## src/sleep_doze_watchdog_pkg.sv

```systemverilog
// Shared constants for the sleep, slowdown and watchdog block.
// Assumes a 32-bit APB register bus and 8-bit registers in the low lane.
package sleep_doze_watchdog_pkg;

    // Register byte addresses.
    localparam logic [7:0] ADDR_REGULATOR = 8'h00;
    localparam logic [7:0] ADDR_SLOWDOWN  = 8'h04;
    localparam logic [7:0] ADDR_WATCHDOG  = 8'h08;
    localparam logic [7:0] ADDR_STATUS    = 8'h0C;

    // Regulator control fields.
    localparam int BIT_REG_RESERVED  = 0;
    localparam int BIT_REG_LOW_POWER = 1;

    // Slowdown and idle control fields.
    localparam int BIT_IDLE_EN  = 7;
    localparam int BIT_SLOW_EN  = 6;
    localparam int BIT_RESTORE  = 5;
    localparam int BIT_SLOW_RET = 4;
    localparam int RATIO_LSB    = 0;
    localparam int RATIO_MSB    = 2;

    // Watchdog control fields.
    localparam int BIT_SOFT_EN  = 0;
    localparam int PERIOD_LSB   = 1;
    localparam int PERIOD_MSB   = 5;

    // Status fields.
    localparam int BIT_ST_SLEEP = 0;
    localparam int BIT_ST_IDLE  = 1;
    localparam int BIT_ST_WDT   = 2;
    localparam int BIT_ST_DOZE  = 3;

    // Reset values.
    localparam logic [7:0] RST_REGULATOR = 8'h01;
    localparam logic [7:0] RST_SLOWDOWN  = 8'h00;
    localparam logic [4:0] RST_PERIOD    = 5'h0B;
    localparam logic       RST_SOFT_EN   = 1'b0;

    // Watchdog mode configuration codes.
    localparam logic [1:0] WDT_MODE_OFF      = 2'h0;
    localparam logic [1:0] WDT_MODE_SOFT     = 2'h1;
    localparam logic [1:0] WDT_MODE_AWAKE    = 2'h2;
    localparam logic [1:0] WDT_MODE_ALWAYS   = 2'h3;

    // Watchdog time base: oscillator rate, base interval, base prescale.
    localparam int         LFO_FREQ_HZ    = 31000;
    localparam int         WDT_BASE_MS    = 1;
    localparam int         WDT_BASE_TICKS = 32;
    localparam logic [4:0] WDT_PS_MAX     = 5'h12;
    localparam int         WDT_CNT_W      = 24;

    // Slowdown divider.
    localparam int         DOZE_CNT_W     = 8;
    localparam logic [7:0] DOZE_FULL      = 8'hFF;
    localparam logic [2:0] DOZE_TOP_CODE  = 3'h7;

    // Power state of the core.
    typedef enum logic [1:0] {PS_RUN, PS_SLEEP, PS_IDLE} power_state_t;

endpackage

```

## src/wdt_timeout_counter.sv

```systemverilog
// Watchdog time-out counter advanced by low-frequency oscillator ticks.
// Assumes lfo_tick is a one-cycle pulse synchronous to pclk.
`timescale 1ns/1ps
`default_nettype none
module wdt_timeout_counter
    import sleep_doze_watchdog_pkg::*;
#(
    parameter int CNT_W = WDT_CNT_W
)
(
    input  wire logic       pclk,
    input  wire logic       presetn,
    input  wire logic       lfo_tick,
    input  wire logic       clear,
    input  wire logic       active,
    input  wire logic [4:0] period_sel,
    output logic            timeout
);

    typedef struct packed {
        logic [CNT_W-1:0] count;
        logic             timeout;
    } cnt_state_t;

    cnt_state_t       st;
    cnt_state_t       next_st;
    logic [CNT_W-1:0] terminal;

    // Terminal count is the base prescale shifted by the period code; codes above WDT_PS_MAX give the unshifted base.
    always_comb
    begin
        if (period_sel > WDT_PS_MAX)
            terminal = CNT_W'(WDT_BASE_TICKS);
        else
            terminal = CNT_W'(WDT_BASE_TICKS) << period_sel;
    end

    // Count oscillator ticks; a clear or a disable holds the count at zero.
    always_comb
    begin
        next_st = st;
        next_st.timeout = 1'b0;
        if (clear || !active)
            next_st.count = '0;
        else if (lfo_tick)
        begin
            if (st.count == terminal - CNT_W'(1))
            begin
                next_st.count = '0;
                next_st.timeout = 1'b1;
            end
            else
                next_st.count = st.count + CNT_W'(1);
        end
    end

    // State register.
    always_ff @(posedge pclk or negedge presetn)
    begin
        if (!presetn)
            st <= '0;
        else
            st <= next_st;
    end

    assign timeout = st.timeout;

    property p_expire;
        @(posedge pclk) disable iff (!presetn)
        (lfo_tick && active && !clear && st.count == terminal - CNT_W'(1))
            |=> timeout;
    endproperty
    a_expire: assert property (p_expire)
        else $error("Watchdog missed its terminal count.");

    property p_clear_blocks;
        @(posedge pclk) disable iff (!presetn)
        (clear || !active) |=> (!timeout && st.count == '0);
    endproperty
    a_clear_blocks: assert property (p_clear_blocks)
        else $error("Watchdog count survived a clear.");

    property p_reserved_min;
        @(posedge pclk) disable iff (!presetn)
        (period_sel > WDT_PS_MAX) |-> terminal == CNT_W'(WDT_BASE_TICKS);
    endproperty
    a_reserved_min: assert property (p_reserved_min)
        else $error("Reserved period code did not give minimum.");

endmodule // wdt_timeout_counter
`default_nettype wire

```

## src/sleep_doze_watchdog.sv

```systemverilog
// Sleep, idle, CPU slowdown and watchdog control with an APB register file.
// Assumes core event inputs are one-cycle pulses synchronous to pclk.
`timescale 1ns/1ps
`default_nettype none
module sleep_doze_watchdog
    import sleep_doze_watchdog_pkg::*;
#(
    parameter int WDT_W = WDT_CNT_W
)
(
    input  wire logic        pclk,
    input  wire logic        presetn,
    input  wire logic        psel,
    input  wire logic        penable,
    input  wire logic        pwrite,
    input  wire logic [7:0]  paddr,
    input  wire logic [31:0] pwdata,
    input  wire logic [3:0]  pstrb,
    output logic [31:0]      prdata,
    output logic             pready,
    output logic             pslverr,
    input  wire logic [1:0]  watchdog_mode_cfg,
    input  wire logic        sleep_instr,
    input  wire logic        clear_watchdog_instr,
    input  wire logic        isr_entry,
    input  wire logic        return_from_isr_instr,
    input  wire logic        irq_pending,
    input  wire logic        in_circuit_debug,
    input  wire logic        low_freq_internal_osc,
    output logic             cpu_clock_en,
    output logic             periph_clock_en,
    output logic             regulator_low_power,
    output logic             sleeping,
    output logic             idling,
    output logic             wake_event,
    output logic             watchdog_reset
);

    typedef struct packed {
        power_state_t          pstate;
        logic                  regulator_low_power_sel;
        logic                  idle_on_sleep_enable;
        logic                  cpu_slowdown_enable;
        logic                  restore_speed_on_isr;
        logic                  slowdown_on_return;
        logic [2:0]            ratio;
        logic [4:0]            watchdog_period_sel;
        logic                  watchdog_soft_enable;
        logic [DOZE_CNT_W-1:0] doze_cnt;
        logic [31:0]           rdata;
        logic                  slverr;
        logic                  wake;
        logic                  wdt_reset;
    } state_t;

    state_t                st;
    state_t                next_st;
    logic                  wdt_active;
    logic                  wdt_clear;
    logic                  wdt_timeout;
    logic                  doze_eff;
    logic                  setup;
    logic                  wr_en;
    logic [DOZE_CNT_W-1:0] doze_last;
    logic [7:0]            rd_byte;
    logic                  rd_ok;

    // Watchdog enable from the mode configuration and sleep state.
    always_comb
    begin
        case (watchdog_mode_cfg)
            WDT_MODE_ALWAYS: wdt_active = 1'b1;
            WDT_MODE_AWAKE:  wdt_active = (st.pstate != PS_SLEEP);
            WDT_MODE_SOFT:   wdt_active = st.watchdog_soft_enable;
            default:         wdt_active = 1'b0;
        endcase
    end

    // Slowdown applies only while stored enable is set and debug is off.
    assign doze_eff  = st.cpu_slowdown_enable && !in_circuit_debug;
    assign doze_last = DOZE_FULL >> (DOZE_TOP_CODE - st.ratio);

    // Clock gates towards the core and peripherals.
    assign cpu_clock_en = (st.pstate == PS_RUN)
                          && (!doze_eff || st.doze_cnt == '0);
    assign periph_clock_en = (st.pstate != PS_SLEEP);
    assign regulator_low_power = (st.pstate == PS_SLEEP)
                                 && st.regulator_low_power_sel;
    assign sleeping = (st.pstate == PS_SLEEP);
    assign idling = (st.pstate == PS_IDLE);
    assign wake_event = st.wake;
    assign watchdog_reset = st.wdt_reset;

    // APB phases: read data is captured in setup, writes land in access.
    assign setup  = psel && !penable;
    assign wr_en  = psel && penable && pwrite && pstrb[0];
    assign pready = 1'b1;
    assign prdata = st.rdata;
    assign pslverr = st.slverr;

    // Read multiplexer over the mapped registers.
    always_comb
    begin
        rd_byte = 8'h00;
        rd_ok   = 1'b1;
        if (paddr == ADDR_REGULATOR)
        begin
            rd_byte[BIT_REG_RESERVED]  = 1'b1;
            rd_byte[BIT_REG_LOW_POWER] = st.regulator_low_power_sel;
        end
        else if (paddr == ADDR_SLOWDOWN)
        begin
            rd_byte[BIT_IDLE_EN] = st.idle_on_sleep_enable;
            rd_byte[BIT_SLOW_EN]  = st.cpu_slowdown_enable;
            rd_byte[BIT_RESTORE]  = st.restore_speed_on_isr;
            rd_byte[BIT_SLOW_RET] = st.slowdown_on_return;
            rd_byte[RATIO_MSB:RATIO_LSB] = st.ratio;
        end
        else if (paddr == ADDR_WATCHDOG)
        begin
            rd_byte[PERIOD_MSB:PERIOD_LSB] = st.watchdog_period_sel;
            rd_byte[BIT_SOFT_EN] = st.watchdog_soft_enable;
        end
        else if (paddr == ADDR_STATUS)
        begin
            rd_byte[BIT_ST_SLEEP] = (st.pstate == PS_SLEEP);
            rd_byte[BIT_ST_IDLE]  = (st.pstate == PS_IDLE);
            rd_byte[BIT_ST_WDT]   = wdt_active;
            rd_byte[BIT_ST_DOZE]  = doze_eff;
        end
        else
            rd_ok = 1'b0;
    end

    // Next state: bus writes, power sequencing, slowdown and watchdog.
    always_comb
    begin
        next_st = st;
        next_st.wake = 1'b0;
        next_st.wdt_reset = 1'b0;
        wdt_clear = clear_watchdog_instr;

        // Capture read data and error at the setup edge.
        if (setup)
        begin
            next_st.rdata  = {24'h000000, rd_byte};
            next_st.slverr = !rd_ok;
        end

        // Software writes; the reserved regulator bit is not stored.
        if (wr_en)
        begin
            if (paddr == ADDR_REGULATOR)
                next_st.regulator_low_power_sel = pwdata[BIT_REG_LOW_POWER];
            else if (paddr == ADDR_SLOWDOWN)
            begin
                next_st.idle_on_sleep_enable = pwdata[BIT_IDLE_EN];
                next_st.cpu_slowdown_enable  = pwdata[BIT_SLOW_EN];
                next_st.restore_speed_on_isr = pwdata[BIT_RESTORE];
                next_st.slowdown_on_return   = pwdata[BIT_SLOW_RET];
                next_st.ratio = pwdata[RATIO_MSB:RATIO_LSB];
            end
            else if (paddr == ADDR_WATCHDOG)
            begin
                next_st.watchdog_period_sel = pwdata[PERIOD_MSB:PERIOD_LSB];
                next_st.watchdog_soft_enable = pwdata[BIT_SOFT_EN];
            end
        end

        // Hardware slowdown updates override a same-cycle write.
        if (isr_entry && st.restore_speed_on_isr)
            next_st.cpu_slowdown_enable = 1'b0;
        else if (return_from_isr_instr && st.slowdown_on_return)
            next_st.cpu_slowdown_enable = 1'b1;

        // Power state sequencing.
        case (st.pstate)
            PS_RUN:
            begin
                if (sleep_instr && !irq_pending)
                begin
                    wdt_clear = 1'b1;
                    if (st.idle_on_sleep_enable)
                        next_st.pstate = PS_IDLE;
                    else
                        next_st.pstate = PS_SLEEP;
                end
                else if (wdt_timeout)
                    next_st.wdt_reset = 1'b1;
            end
            default:
            begin
                if (irq_pending || wdt_timeout)
                begin
                    next_st.pstate = PS_RUN;
                    next_st.wake = 1'b1;
                    wdt_clear = 1'b1;
                end
            end
        endcase

        // Slowdown divider runs only while the CPU is in run state.
        if (st.pstate != PS_RUN || !doze_eff)
            next_st.doze_cnt = '0;
        else if (st.doze_cnt >= doze_last)
            next_st.doze_cnt = '0;
        else
            next_st.doze_cnt = st.doze_cnt + DOZE_CNT_W'(1);
    end

    // State register; the watchdog period resets to two seconds.
    always_ff @(posedge pclk or negedge presetn)
    begin
        if (!presetn)
        begin
            st <= '0;
            st.pstate <= PS_RUN;
            st.regulator_low_power_sel <= RST_REGULATOR[BIT_REG_LOW_POWER];
            st.idle_on_sleep_enable <= RST_SLOWDOWN[BIT_IDLE_EN];
            st.cpu_slowdown_enable <= RST_SLOWDOWN[BIT_SLOW_EN];
            st.restore_speed_on_isr <= RST_SLOWDOWN[BIT_RESTORE];
            st.slowdown_on_return <= RST_SLOWDOWN[BIT_SLOW_RET];
            st.ratio <= RST_SLOWDOWN[RATIO_MSB:RATIO_LSB];
            st.watchdog_period_sel <= RST_PERIOD;
            st.watchdog_soft_enable <= RST_SOFT_EN;
        end
        else
            st <= next_st;
    end

    // Watchdog counter on oscillator ticks.
    wdt_timeout_counter #(
        .CNT_W      (WDT_W)
    ) u_wdt (
        .pclk       (pclk),
        .presetn    (presetn),
        .lfo_tick   (low_freq_internal_osc),
        .clear      (wdt_clear),
        .active     (wdt_active),
        .period_sel (st.watchdog_period_sel),
        .timeout    (wdt_timeout)
    );

    property p_idle_clocks;
        @(posedge pclk) disable iff (!presetn)
        (st.pstate == PS_IDLE) |-> (periph_clock_en && !cpu_clock_en);
    endproperty
    a_idle_clocks: assert property (p_idle_clocks)
        else $error("Idle did not keep only peripheral clocks.");

    property p_sleep_entry;
        @(posedge pclk) disable iff (!presetn)
        (st.pstate == PS_RUN && sleep_instr && !irq_pending
            && !st.idle_on_sleep_enable)
            |=> (sleeping && !periph_clock_en && !cpu_clock_en);
    endproperty
    a_sleep_entry: assert property (p_sleep_entry)
        else $error("Sleep instruction did not enter full sleep.");

    property p_regulator;
        @(posedge pclk) disable iff (!presetn)
        regulator_low_power |-> (sleeping && st.regulator_low_power_sel);
    endproperty
    a_regulator: assert property (p_regulator)
        else $error("Regulator low power outside selected sleep.");

    property p_restore;
        @(posedge pclk) disable iff (!presetn)
        (isr_entry && st.restore_speed_on_isr) |=> !st.cpu_slowdown_enable;
    endproperty
    a_restore: assert property (p_restore)
        else $error("Interrupt entry did not clear slowdown.");

    property p_return;
        @(posedge pclk) disable iff (!presetn)
        (return_from_isr_instr && st.slowdown_on_return
            && !(isr_entry && st.restore_speed_on_isr))
            |=> st.cpu_slowdown_enable;
    endproperty
    a_return: assert property (p_return)
        else $error("Interrupt return did not set slowdown.");

    property p_debug_speed;
        @(posedge pclk) disable iff (!presetn)
        (in_circuit_debug && st.pstate == PS_RUN) |-> cpu_clock_en;
    endproperty
    a_debug_speed: assert property (p_debug_speed)
        else $error("Debug did not force full CPU speed.");

    property p_doze_gap;
        @(posedge pclk) disable iff (!presetn)
        (doze_eff && cpu_clock_en) ##1 (doze_eff && st.pstate == PS_RUN)
            |-> !cpu_clock_en;
    endproperty
    a_doze_gap: assert property (p_doze_gap)
        else $error("Slowdown let back-to-back CPU cycles through.");

    property p_sleep_timeout;
        @(posedge pclk) disable iff (!presetn)
        (wdt_timeout && st.pstate != PS_RUN)
            |=> (!watchdog_reset && wake_event && st.pstate == PS_RUN);
    endproperty
    a_sleep_timeout: assert property (p_sleep_timeout)
        else $error("Sleep time-out did not wake without reset.");

    property p_run_timeout;
        @(posedge pclk) disable iff (!presetn)
        (wdt_timeout && st.pstate == PS_RUN && !sleep_instr)
            |=> watchdog_reset;
    endproperty
    a_run_timeout: assert property (p_run_timeout)
        else $error("Awake time-out did not reset the device.");

    property p_mode_off;
        @(posedge pclk) disable iff (!presetn)
        (watchdog_mode_cfg == WDT_MODE_OFF) |-> !wdt_active;
    endproperty
    a_mode_off: assert property (p_mode_off)
        else $error("Watchdog active in off mode.");

endmodule // sleep_doze_watchdog
`default_nettype wire

```

## config.mk

```make
export PLATFORM = sky130hd
export DESIGN_NAME = sleep_doze_watchdog
export DESIGN_NICKNAME = d
export VERILOG_FILES = /design/src/sleep_doze_watchdog_pkg.sv /design/src/wdt_timeout_counter.sv /design/src/sleep_doze_watchdog.sv
export SDC_FILE = /design/constraint.sdc
export NUM_CORES = 1
export LEC_CHECK = 0
export BUFFER_PORTS_ARGS = -buffer_cell sky130_fd_sc_hd__buf_2
export CORE_UTILIZATION = 45
export DETAILED_ROUTE_END_ITERATION = 12
export GPL_TIMING_DRIVEN = 0
export PLACE_DENSITY = 0.75
export RECOVER_POWER = 25
export SYNTH_ARGS = -nofsm -noshare
export SYNTH_HDL_FRONTEND = slang
export SYNTH_SLANG_ARGS = --single-unit
```

## constraint.sdc

```tcl
create_clock -name pclk -period 9.8 [get_ports pclk]
set_input_delay 1.47 -clock pclk [delete_from_list [all_inputs] [get_ports pclk]]
set_output_delay 1.47 -clock pclk [all_outputs]
set_load 0.01 [all_outputs]
```

==> impl_results.md, run 1 <==
- I/O Buffers: 44
- Final Critical Period: 4120 ps
- Routed Antenna Nets: 0
- Synth Flop Type: dfrtp_1
- # IOs: between 90 and 100
- CTS Buf Count: 9
- CTS Hold Bufs: 0
- Max transition margin: -1.16
- # clock sinks: 60
- Slowest stage delay, CP: 420 ps
- N_diodes: 0
- Initial drt markers: 288
- CTS tree: done
- Syn. warnings: 0
- Most common cell after layout, fill and taps aside: nor2_1
- Clk_skew: 17.3 ps
- Total Wirelength: 11100 um
- Mean Syn Cell Area: 8.48 um^2
- Synthesis-stage register bit count: 60
- Yosys top cell area share: 0.322
- Clock Power Share: 0.452
- Area leader, netlist: dfrtp_1
- Ranking of synthesized cells by area: dfrtp_1 (32%), buf_4 (6.4%), nor2_1 (6.0%)
- Most frequent cells in the layout: nor2_1 (71), dfrtp_1 (57), buf_2 (51)
- Gpl congestion: 0.876
- Vias after detailed routing: 4106
- CP startpoint kind: flop
- Number of global-route vias before repair: 3873
- Violated checks: capacitance limit, slew limit
- Cell area power density: 111 nW/um^2
- Post-CTS sizing: 0
- Final std cells w/o fill: 735
- Run status: finished with violations
- Cells after synthesis: about 520
- Post-CTS Setup Inserts: 0
- Critical Path RT: 10010 ps
- Final setup violation count: 0
- Number of flops mapped to enable cells by yosys: 0
- Dpl hpwl: 8290 um
- First-pass GRT wire length: 18400 um
- Ys async rst share: 1.00
- Crit path cell chain: buf_4 -> a211o_1 -> a22oi_1 -> ha_1 -> clkbuf_1 -> o21ai_0 -> and4_1 -> a211oi_2 -> nand4_1 -> nor4b_4 -> nor2_2 -> buf_6 -> a221o_1
- Final Cycle Share: 0.420
- P_sw: approximately 140 uW
- Worst Path Max Fanout: 10
- Comb power frac: 0.104
- # DRC: 0
- CP Capture Type: flop
- R2R Setup Slk: 5680 ps
- Root Buffer: clkbuf_8
- Die area: 10300 um^2
- Endpoints failing hold: 0
- Die Width: about 100 um
- Initial Util: 0.471
- Maxcap violations: 1
- CP Class: flop to flop
- WP buf/inv: 3
- Hold WC Path Type: flop to flop
- Placed insts: 719
- Aggregate global-route resource usage: 0.228
- Post-Synthesis Cell Area: 4440 um^2
- Core area: 9420 um^2
- Via/cell ratio: about 5.6
- Largest net degree at the start of global routing: 61
- Slowest-stage cell, CP: dfrtp_1
- Rows: 35
- Worst vdd ir: 0.0833 mV
- Distinct cells, synth: 66
- Worst EP arrival: 4330 ps
- Final Max Slew Viols: between 60 and 70
- Antenna violations before repair: 0
- Share of cells above drive strength 1: 0.229
- Switching Fraction: 0.244
- LEAKAGE: 0.00245 uW
- Grt total ovfl: 0
- Internal: 430 uW
- Routed len/inst: between 15 and 20 um
- Die Y: between 100 and 150 um
- Final net count: 670
- Part of the power in registers: 0.444
- Register area share after synthesis: 0.339
- H-tree levels: 3
- CP top delay family: compound AO/OA/AOI/OAI gates
- Router iterations before antenna repair: 5
- RSZ-0062 raised after global routing: false
- Worst-Margin Slew: 3240 ps
- Max Buffers Root-to-Sink: 2
- Setup TNS: 0 ps
- Worst-skew pair later-pin latency: 350 ps
- Layout area overhead: 15.7%
- Maximum operating frequency: 243 MHz
- Worst-path clk slew: approximately 70 ps
path summary, 6_finish.rpt:
kind,from,endpoint,cells after the start
worst max register to register,st[46],u_wdt.st[18],13
worst min-delay path,st[53],st[54],1
max in group asynchronous,presetn,u_wdt.timeout,1
min in group asynchronous,presetn,st[42],1
worst max-delay path,st[46],u_wdt.st[18],13
worst min register to register,st[53],st[54],1
cells in the mapped netlist (3+ instances only):
| cell type | n |
|---|---|
| nor2_1 | 71 |
| dfrtp_1 | 57 |
| nand3_1 | 39 |
| buf_4 | 38 |
| nand2_1 | 35 |
| a21oi_1 | 23 |
| o21ai_0 | 19 |
| a221o_1 | 16 |
| nand4_1 | 15 |
| xor2_1 | 14 |
| mux2_2 | 12 |
| clkbuf_1 | 11 |
| ha_1 | 11 |
| nor3_1 | 11 |
| buf_2 | 10 |
| inv_1 | 10 |
| nand2b_1 | 8 |
| nor2b_1 | 6 |
| or3_1 | 6 |
| xnor2_1 | 6 |
| a21o_1 | 5 |
| a31oi_1 | 5 |
| and2_1 | 5 |
| and3_1 | 5 |
| mux2i_1 | 5 |
| buf_6 | 4 |
| nor3b_1 | 4 |
| nor4_1 | 4 |
| a22o_1 | 3 |
| a22oi_1 | 3 |
| and4_1 | 3 |
| dfstp_2 | 3 |
| nand3b_1 | 3 |
| nor2_2 | 3 |
| nor4b_1 | 3 |
| o211ai_1 | 3 |
| o21ai_1 | 3 |
| o31ai_1 | 3 |
| or2_2 | 3 |
| or4_1 | 3 |
state kept, by name, indices dropped and copies added (netlist names):
name and count:
st 24, u_wdt.st 24, prdata 8, pslverr 1, u_wdt.timeout 1, wake_event 1, watchdog_reset 1
final cells by class:
| class | instances | area (um^2) |
|---|---|---|
| multi-input cells | 411 | 2560 |
| fillers | 871 | 4280 |
| clock buffers | 12 | 155 |
| well taps | 129 | 161 |
| inverters | 10 | 37.5 |
| flip-flops and latches | 60 | 1510 |
| plain buffers | 65 | 429 |
| repair buffers | 44 | 216 |
| clock inverters | 4 | 72.6 |
metrics by stage:
stage               area [um^2]  setup WS [ps]  utilization  hold slack [ps]  total power [uW]
CTS                        5140           5720        0.546              472               573
global placement           4900           5820        0.521              461               315
global route               5130           5010        0.545              518               591
detailed placement         4910           5770        0.521              461               316
floorplan                  4520           6500            -              437               295
finish                     5130           5680        0.545              468               569
cells by family after synthesis:
group	share of synthesized area
AND/OR/NAND/NOR	0.273
AO/OA/AOI/OAI	0.164
buffers and inverters	0.105
flip-flops	0.339
XOR/XNOR	0.0395
multiplexers	0.0468
adder cells (fa/ha/maj)	0.0310
other	0.00169
power groups by stage:
stage | clock network, uW | logic, uW | registers (uW)
CTS | 261 | 59.3 | 253
finish | 257 | 59.2 | 253
global placement | 0 | 58.0 | 257
floorplan | 0 | 37.7 | 257
global route | 272 | 66.3 | 253
detailed placement | 0 | 59.1 | 257
per-layer routing:
metal / vias to the layer above / track usage / part of all wire
met5: - / 0 / 0
met1: 1954 / 0.288 / 0.44
li1: 1989 / - / -
met3: 11 / 0.0400 / 0.056
met2: 152 / 0.398 / 0.50
met4: 0 / 0.0669 / 0.0085
Power figures use the tool's default switching activity.
==> run 2: changes to the inputs <==
==> constraint.sdc (replaced) <==
create_clock -name pclk -period 3.8 [get_ports pclk]
set_input_delay 0.57 -clock pclk [delete_from_list [all_inputs] [get_ports pclk]]
set_output_delay 0.57 -clock pclk [all_outputs]
set_load 0.01 [all_outputs]
==> impl_results.md, run 2 (synthesis results as in run 1) <==
- Router iterations before antenna repair: 5 (unchanged)
- Initial drt markers: 304 (+5.6%)
- Violated checks: capacitance limit, slew limit
- Hold WC Path Type: input pin to flop
- Cell area power density: 282 nW/um^2 (+150%)
- Worst-Margin Slew: 1510 ps (-1730 ps)
- CP Class: flop to flop
- Worst EP arrival: 3870 ps (-460 ps)
- Most common cell after layout, fill and taps aside: nor2_1
- CP startpoint kind: flop
- Clk_skew: 17.4 ps (+0.162 ps)
- Worst-path clk slew: 70 ps (about the same)
- Routed len/inst: 15.3 um (+0.75%)
- Routed Antenna Nets: 0 (unchanged)
- # IOs: 99 (unchanged)
- Grt total ovfl: 0 (unchanged)
- Gpl congestion: 0.876 (unchanged)
- Clock Power Share: 0.451 (about the same)
- CTS Hold Bufs: 0 (unchanged)
- Dpl hpwl: 8290 um (unchanged)
- Layout Utilization: 0.555 (+0.00983)
- Crit path cell chain: buf_4 -> buf_6 -> nor2_1 -> a22oi_2 -> ha_2 -> or4_1 -> a21oi_2 -> o21ai_1 -> a211oi_2 -> nand4_1 -> nor4b_4 -> buf_4 -> nor2_4 -> buf_6 -> a221o_1
- CP Capture Type: flop
- Run status: finished with violations
- Final Cycle Share: 0.963 (+0.543)
- Aggregate global-route resource usage: 0.228 (about the same)
- Initial Util: 0.471 (unchanged)
- Share of cells above drive strength 1: 0.249 (+0.0198)
- Vias after detailed routing: 4147 (+1.0%)
- Most frequent cells in the layout: nor2_1 (71), dfrtp_1 (57), buf_2 (51)
- Sequential cell area: 1510 um^2 (unchanged)
- Final net count: 674 (+0.60%)
- Endpoints failing hold: 0 (unchanged)
- CTS Buf Count: 9 (unchanged)
- Total Wirelength: 11300 um (+1.3%)
- Comb power frac: 0.106 (+0.002)
- Die Y: 101 um (unchanged)
- Max Buffers Root-to-Sink: 2 (unchanged)
- Multi-input gate area: 2600 um^2 (+1.8%)
- Worst-skew pair later-pin latency: 350 ps (about the same)
- Antenna violations before repair: 0 (unchanged)
- Part of the power in registers: 0.443 (about the same)
- # clock sinks: 60 (unchanged)
- I/O Buffers: 44 (unchanged)
- Design Area, Final: 5230 um^2 (+1.8%)
- P_sw: 360 uW (+160%)
- Maxcap violations: 1 (unchanged)
- Final std cells w/o fill: 739 (+0.54%)
- Via/cell ratio: 5.61 (+0.45%)
- Final Max Slew Viols: 61 (unchanged)
- N_diodes: 0 (unchanged)
- Switching Fraction: 0.244 (about the same)
- Die area: 10300 um^2 (unchanged)
- Worst vdd ir: 0.214 mV (+160%)
- Root Buffer: clkbuf_8
- Setup TNS: 0 ps (unchanged)
- First-pass GRT wire length: 18400 um (about the same)
- CTS tree: done
- Die Width: 101 um (unchanged)
- Fill count: 865 (-0.69%)
- H-tree levels: 3 (unchanged)
- Cell area after placement: 4910 um^2 (unchanged)
- # DRC: 0 (unchanged)
- Slowest-stage cell, CP: or4_1
- Maximum operating frequency: 273 MHz (+12%)
- Layout area overhead: 17.8%
- Placed insts: 719 (unchanged)
- Final worst slack: 141 ps (-5540 ps)
- Internal: 1110 uW (+160%)
- Max transition margin: -0.00927 (+1.15)
- Core area: 9420 um^2 (unchanged)
- Worst slack at placement: -225 ps (-6000 ps)
- Final Critical Period: 3660 ps (-457 ps)
- Worst Path Max Fanout: 10 (unchanged)
- Largest net degree at the start of global routing: 61 (unchanged)
- Rows: 35 (unchanged)
- LEAKAGE: 0.00249 uW (+1.6%)
- Final setup violation count: 0 (unchanged)
- Critical Path RT: 4020 ps (-5990 ps)
- Slowest stage delay, CP: 540 ps (+120 ps)
- Number of global-route vias before repair: 3875 (+0.052%)
- RSZ-0062 raised after global routing: false
[run 2: changes by cell type in the layout (fill, tap and decap cells not counted), sizes merged]
cell,delta
buf,+4
[run 2: routing by layer]
| layer | vias to the layer above | track usage | part of all wire |
|---|---|---|---|
| met5 | - | 0 | 0 |
| met4 | 0 | 0.0669 | 0.014 |
| met3 | 20 | 0.0400 | 0.059 |
| met2 | 171 | 0.398 | 0.49 |
| met1 | 1958 | 0.289 | 0.43 |
| li1 | 1998 | - | - |
[run 2: cell type report]
class	instances	share of cell area
multi-input cells	411	0.498
flip-flops and latches	60	0.288
plain buffers	65	0.0845
repair buffers	48	0.0479
well taps	129	0.0309
clock buffers	12	0.0297
clock inverters	4	0.0139
inverters	10	0.00718
[run 2: final timing paths]
check,start,end,slack (ps),cells past startpoint
setup / recovery,st[44],u_wdt.st[18],140,15
hold / removal,isr_entry,st[54],390,2
setup reg to reg,st[44],u_wdt.st[18],140,15
hold reg to reg,st[53],st[54],470,1
max in group asynchronous,presetn,u_wdt.st[20],2310,1
min in group asynchronous,presetn,st[41],580,1
[run 2: metrics by stage]
stage | power, uW | hold slack (ps)
6_report | 1470 | 391
4_1_cts | 1480 | 382
5_1_grt | 1530 | 398
3_3_place_gp | 813 | 461
3_5_place_dp | 816 | 461
2_1_floorplan | 760 | 274
[run 2: critical path, delay by kind of cell (launching register included)]
kind | cells | cell delay [ps]
flip-flops | 1 | 360
buffers and inverters | 4 | 640
AND/OR/NAND/NOR | 5 | 1250
AO/OA/AOI/OAI | 5 | 1040
adder cells (fa/ha/maj) | 1 | 220
[run 2: repair_timing]
item | in CTS | in global routing
setup endpoints to repair | 22 | 20
gates resized for setup | 3 | 13
pin swaps | 1 | 7
setup buffers | 0 | 4
[run 2: power by group through the flow]
stage               Sequential, uW  Combinational [uW]  Clock [uW]
detailed placement             664                 152           0
global placement               663                 149           0
CTS                            652                 154         673
global route                   653                 175         701
finish                         652                 157         663
floorplan                      663                97.2           0
==> run 3: changes to the inputs <==
--- a/config.mk
+++ b/config.mk
@@ -6,6 +6,7 @@
 export NUM_CORES = 1
 export LEC_CHECK = 0
 export BUFFER_PORTS_ARGS = -buffer_cell sky130_fd_sc_hd__buf_2
+export CORE_MARGIN = 2
 export CORE_UTILIZATION = 45
 export DETAILED_ROUTE_END_ITERATION = 12
 export GPL_TIMING_DRIVEN = 0
==> impl_results.md, run 3 (synthesis results as in run 1) <==
- Rows: 36 (+2.9%)
- Met1 usage: 0.279 (-0.00949)
- H-tree levels: 3 (unchanged)
- Worst EP arrival: 3880 ps (about the same)
- Cell area power density: 274 nW/um^2 (-2.7%)
- Worst Hold Launch: isr_entry
- Number of global-route vias before repair: 3782 (-2.4%)
- Routed len/inst: 15.3 um (+0.44%)
- Met2 global-route usage: 0.365 (-0.0331)
- First-pass GRT wire length: 18200 um (-1.2%)
- Run status: finished with violations
- Maxcap violations: 1 (unchanged)
- Clk_skew: 16.1 ps (-1.28 ps)
- Max transition margin: -0.0124 (-0.00316)
- Worst-skew pair later-pin latency: 360 ps (about the same)
- Via/cell ratio: 5.51 (-1.8%)
- Final std cells w/o fill: 745 (+0.81%)
- CP Launch Point: st[44]
- Part of the power in registers: 0.454 (+0.011)
- Final setup violation count: 0 (unchanged)
- N_diodes: 0 (unchanged)
- CP Class: flop to flop
- Gr busiest metal: met2
- Total Wirelength: 11400 um (+1.3%)
- Grt total ovfl: 0 (unchanged)
- Largest net degree at the start of global routing: 61 (unchanged)
- Final Critical Period: 3650 ps (-3.77 ps)
- Aggregate global-route resource usage: 0.217 (-0.0107)
- Die area: 10700 um^2 (+4.0%)
- Router iterations before antenna repair: 6 (+1)
- Maximum operating frequency: 274 MHz (+0.10%)
- Worst vdd ir: 0.185 mV (-13%)
- I/O Buffers: 44 (unchanged)
- Worst-path clk slew: 80 ps (about the same)
- Gpl congestion: 0.922 (+5.2%)
- Met3 GRT Util: 0.0464 (+0.00634)
- P_sw: 371 uW (+3.0%)
- Slowest-stage cell, CP: dfstp_2
- Initial drt markers: 302 (-0.66%)
- Setup TNS: 0 ps (unchanged)
- CTS tree: done
- Endpoints failing hold: 0 (unchanged)
- Placed insts: 723 (+0.56%)
- CP startpoint kind: flop
- WP buf/inv: 4 (unchanged)
- Crit path cell chain: buf_8 -> nor2_2 -> a22oi_2 -> ha_2 -> buf_2 -> nand3b_1 -> and4_1 -> a211oi_2 -> nand4_1 -> nor4b_4 -> buf_4 -> nor2_4 -> buf_6 -> a221o_1
- # IOs: 99 (unchanged)
- Hold WC Path Type: input pin to flop
- Internal: 1070 uW (-4.2%)
- LEAKAGE: 0.00250 uW (about the same)
- Routed Antenna Nets: 0 (unchanged)
- RR Startpoint: st[44]
- CTS Buf Count: 9 (unchanged)
- Switching Fraction: 0.258 (+0.0137)
- Fin Hold WS: 391 ps (-0.640 ps)
- Dpl hpwl: 8300 um (+0.12%)
- Worst Path Max Fanout: 10 (unchanged)
- CTS Hold Bufs: 0 (unchanged)
- Slowest stage delay, CP: 640 ps (+100 ps)
- Final Max Slew Viols: 61 (unchanged)
- CP top delay family: simple AND/OR/NAND/NOR gates
- Most common cell after layout, fill and taps aside: nor2_1
- Core area: 9680 um^2 (+2.9%)
- # clock sinks: 60 (unchanged)
- CP Capture Type: flop
- Initial Util: 0.458 (-0.0131)
- Root Buffer: clkbuf_8
- Comb power frac: 0.110 (+0.004)
- Final Cycle Share: 0.962 (-0.000991)
- Clock Power Share: 0.436 (-0.015)
- Final net count: 676 (+0.30%)
- Share of cells above drive strength 1: 0.255 (+0.00572)
- Vias after detailed routing: 4105 (-1.0%)
- Antenna violations before repair: 0 (unchanged)
- Overall power: 1440 uW (-2.4%)
- Layout area overhead: 18.2%
- Violated checks: capacitance limit, slew limit
- Most frequent cells in the layout: nor2_1 (70), dfrtp_1 (57), buf_2 (51)
- Die Width: 103 um (+2.0%)
- Worst-Margin Slew: 1520 ps (+4.75 ps)
- # DRC: 0 (unchanged)
- Die Y: 103 um (+2.0%)
- Critical Path RT: 4020 ps (about the same)
- Max Buffers Root-to-Sink: 2 (unchanged)
==> run 3: layer usage <==
layer	vias up	part of all wire
li1	1998	-
met1	1929	0.45
met3	22	0.051
met4	0	0.020
met5	-	0
met2	156	0.48
==> run 3: timing repair <==
action                                  CTS  global route
endpoints found under the setup margin   22            21
endpoints found under the hold margin     0             0
gates resized for setup                   2            19
pin swaps                                 1             9
setup buffers                             0             7
==> run 3: path summary, 6_finish.rpt <==
kind | slack, ps | cells past startpoint | end
max | 150 | 14 | u_wdt.st[15]
min | 390 | 2 | st[54]
max reg2reg | 150 | 14 | u_wdt.st[15]
min reg2reg | 480 | 1 | st[54]
max in group asynchronous | 2290 | 1 | u_wdt.st[15]
min in group asynchronous | 570 | 1 | st[41]
==> run 3: power groups by stage <==
stage | logic (uW) | registers, uW | clock network, uW
after floorplan | 97.2 | 663 | 0
after global placement | 149 | 663 | 0
after detailed placement | 152 | 664 | 0
after CTS | 153 | 652 | 634
after global routing | 176 | 653 | 657
final | 157 | 652 | 627
==> run 3: cell type report <==
class | instances | area [um^2]
fill | 883 | 4440
multi-input combinational | 411 | 2610
sequential | 60 | 1510
buffer | 64 | 438
timing repair buffer | 51 | 273
clock buffer | 13 | 169
tap | 133 | 166
clock inverter | 3 | 45.0
inverter | 10 | 37.5
==> run 3: per-stage QoR <==
step | utilization | instance area, um^2 | setup WS [ps]
final | 0.541 | 5240 | 145
after global routing | 0.541 | 5240 | -3.66
after CTS | 0.530 | 5130 | 13.9
after detailed placement | 0.507 | 4910 | -299
after global placement | 0.507 | 4910 | -161
after floorplan | - | 4520 | 499
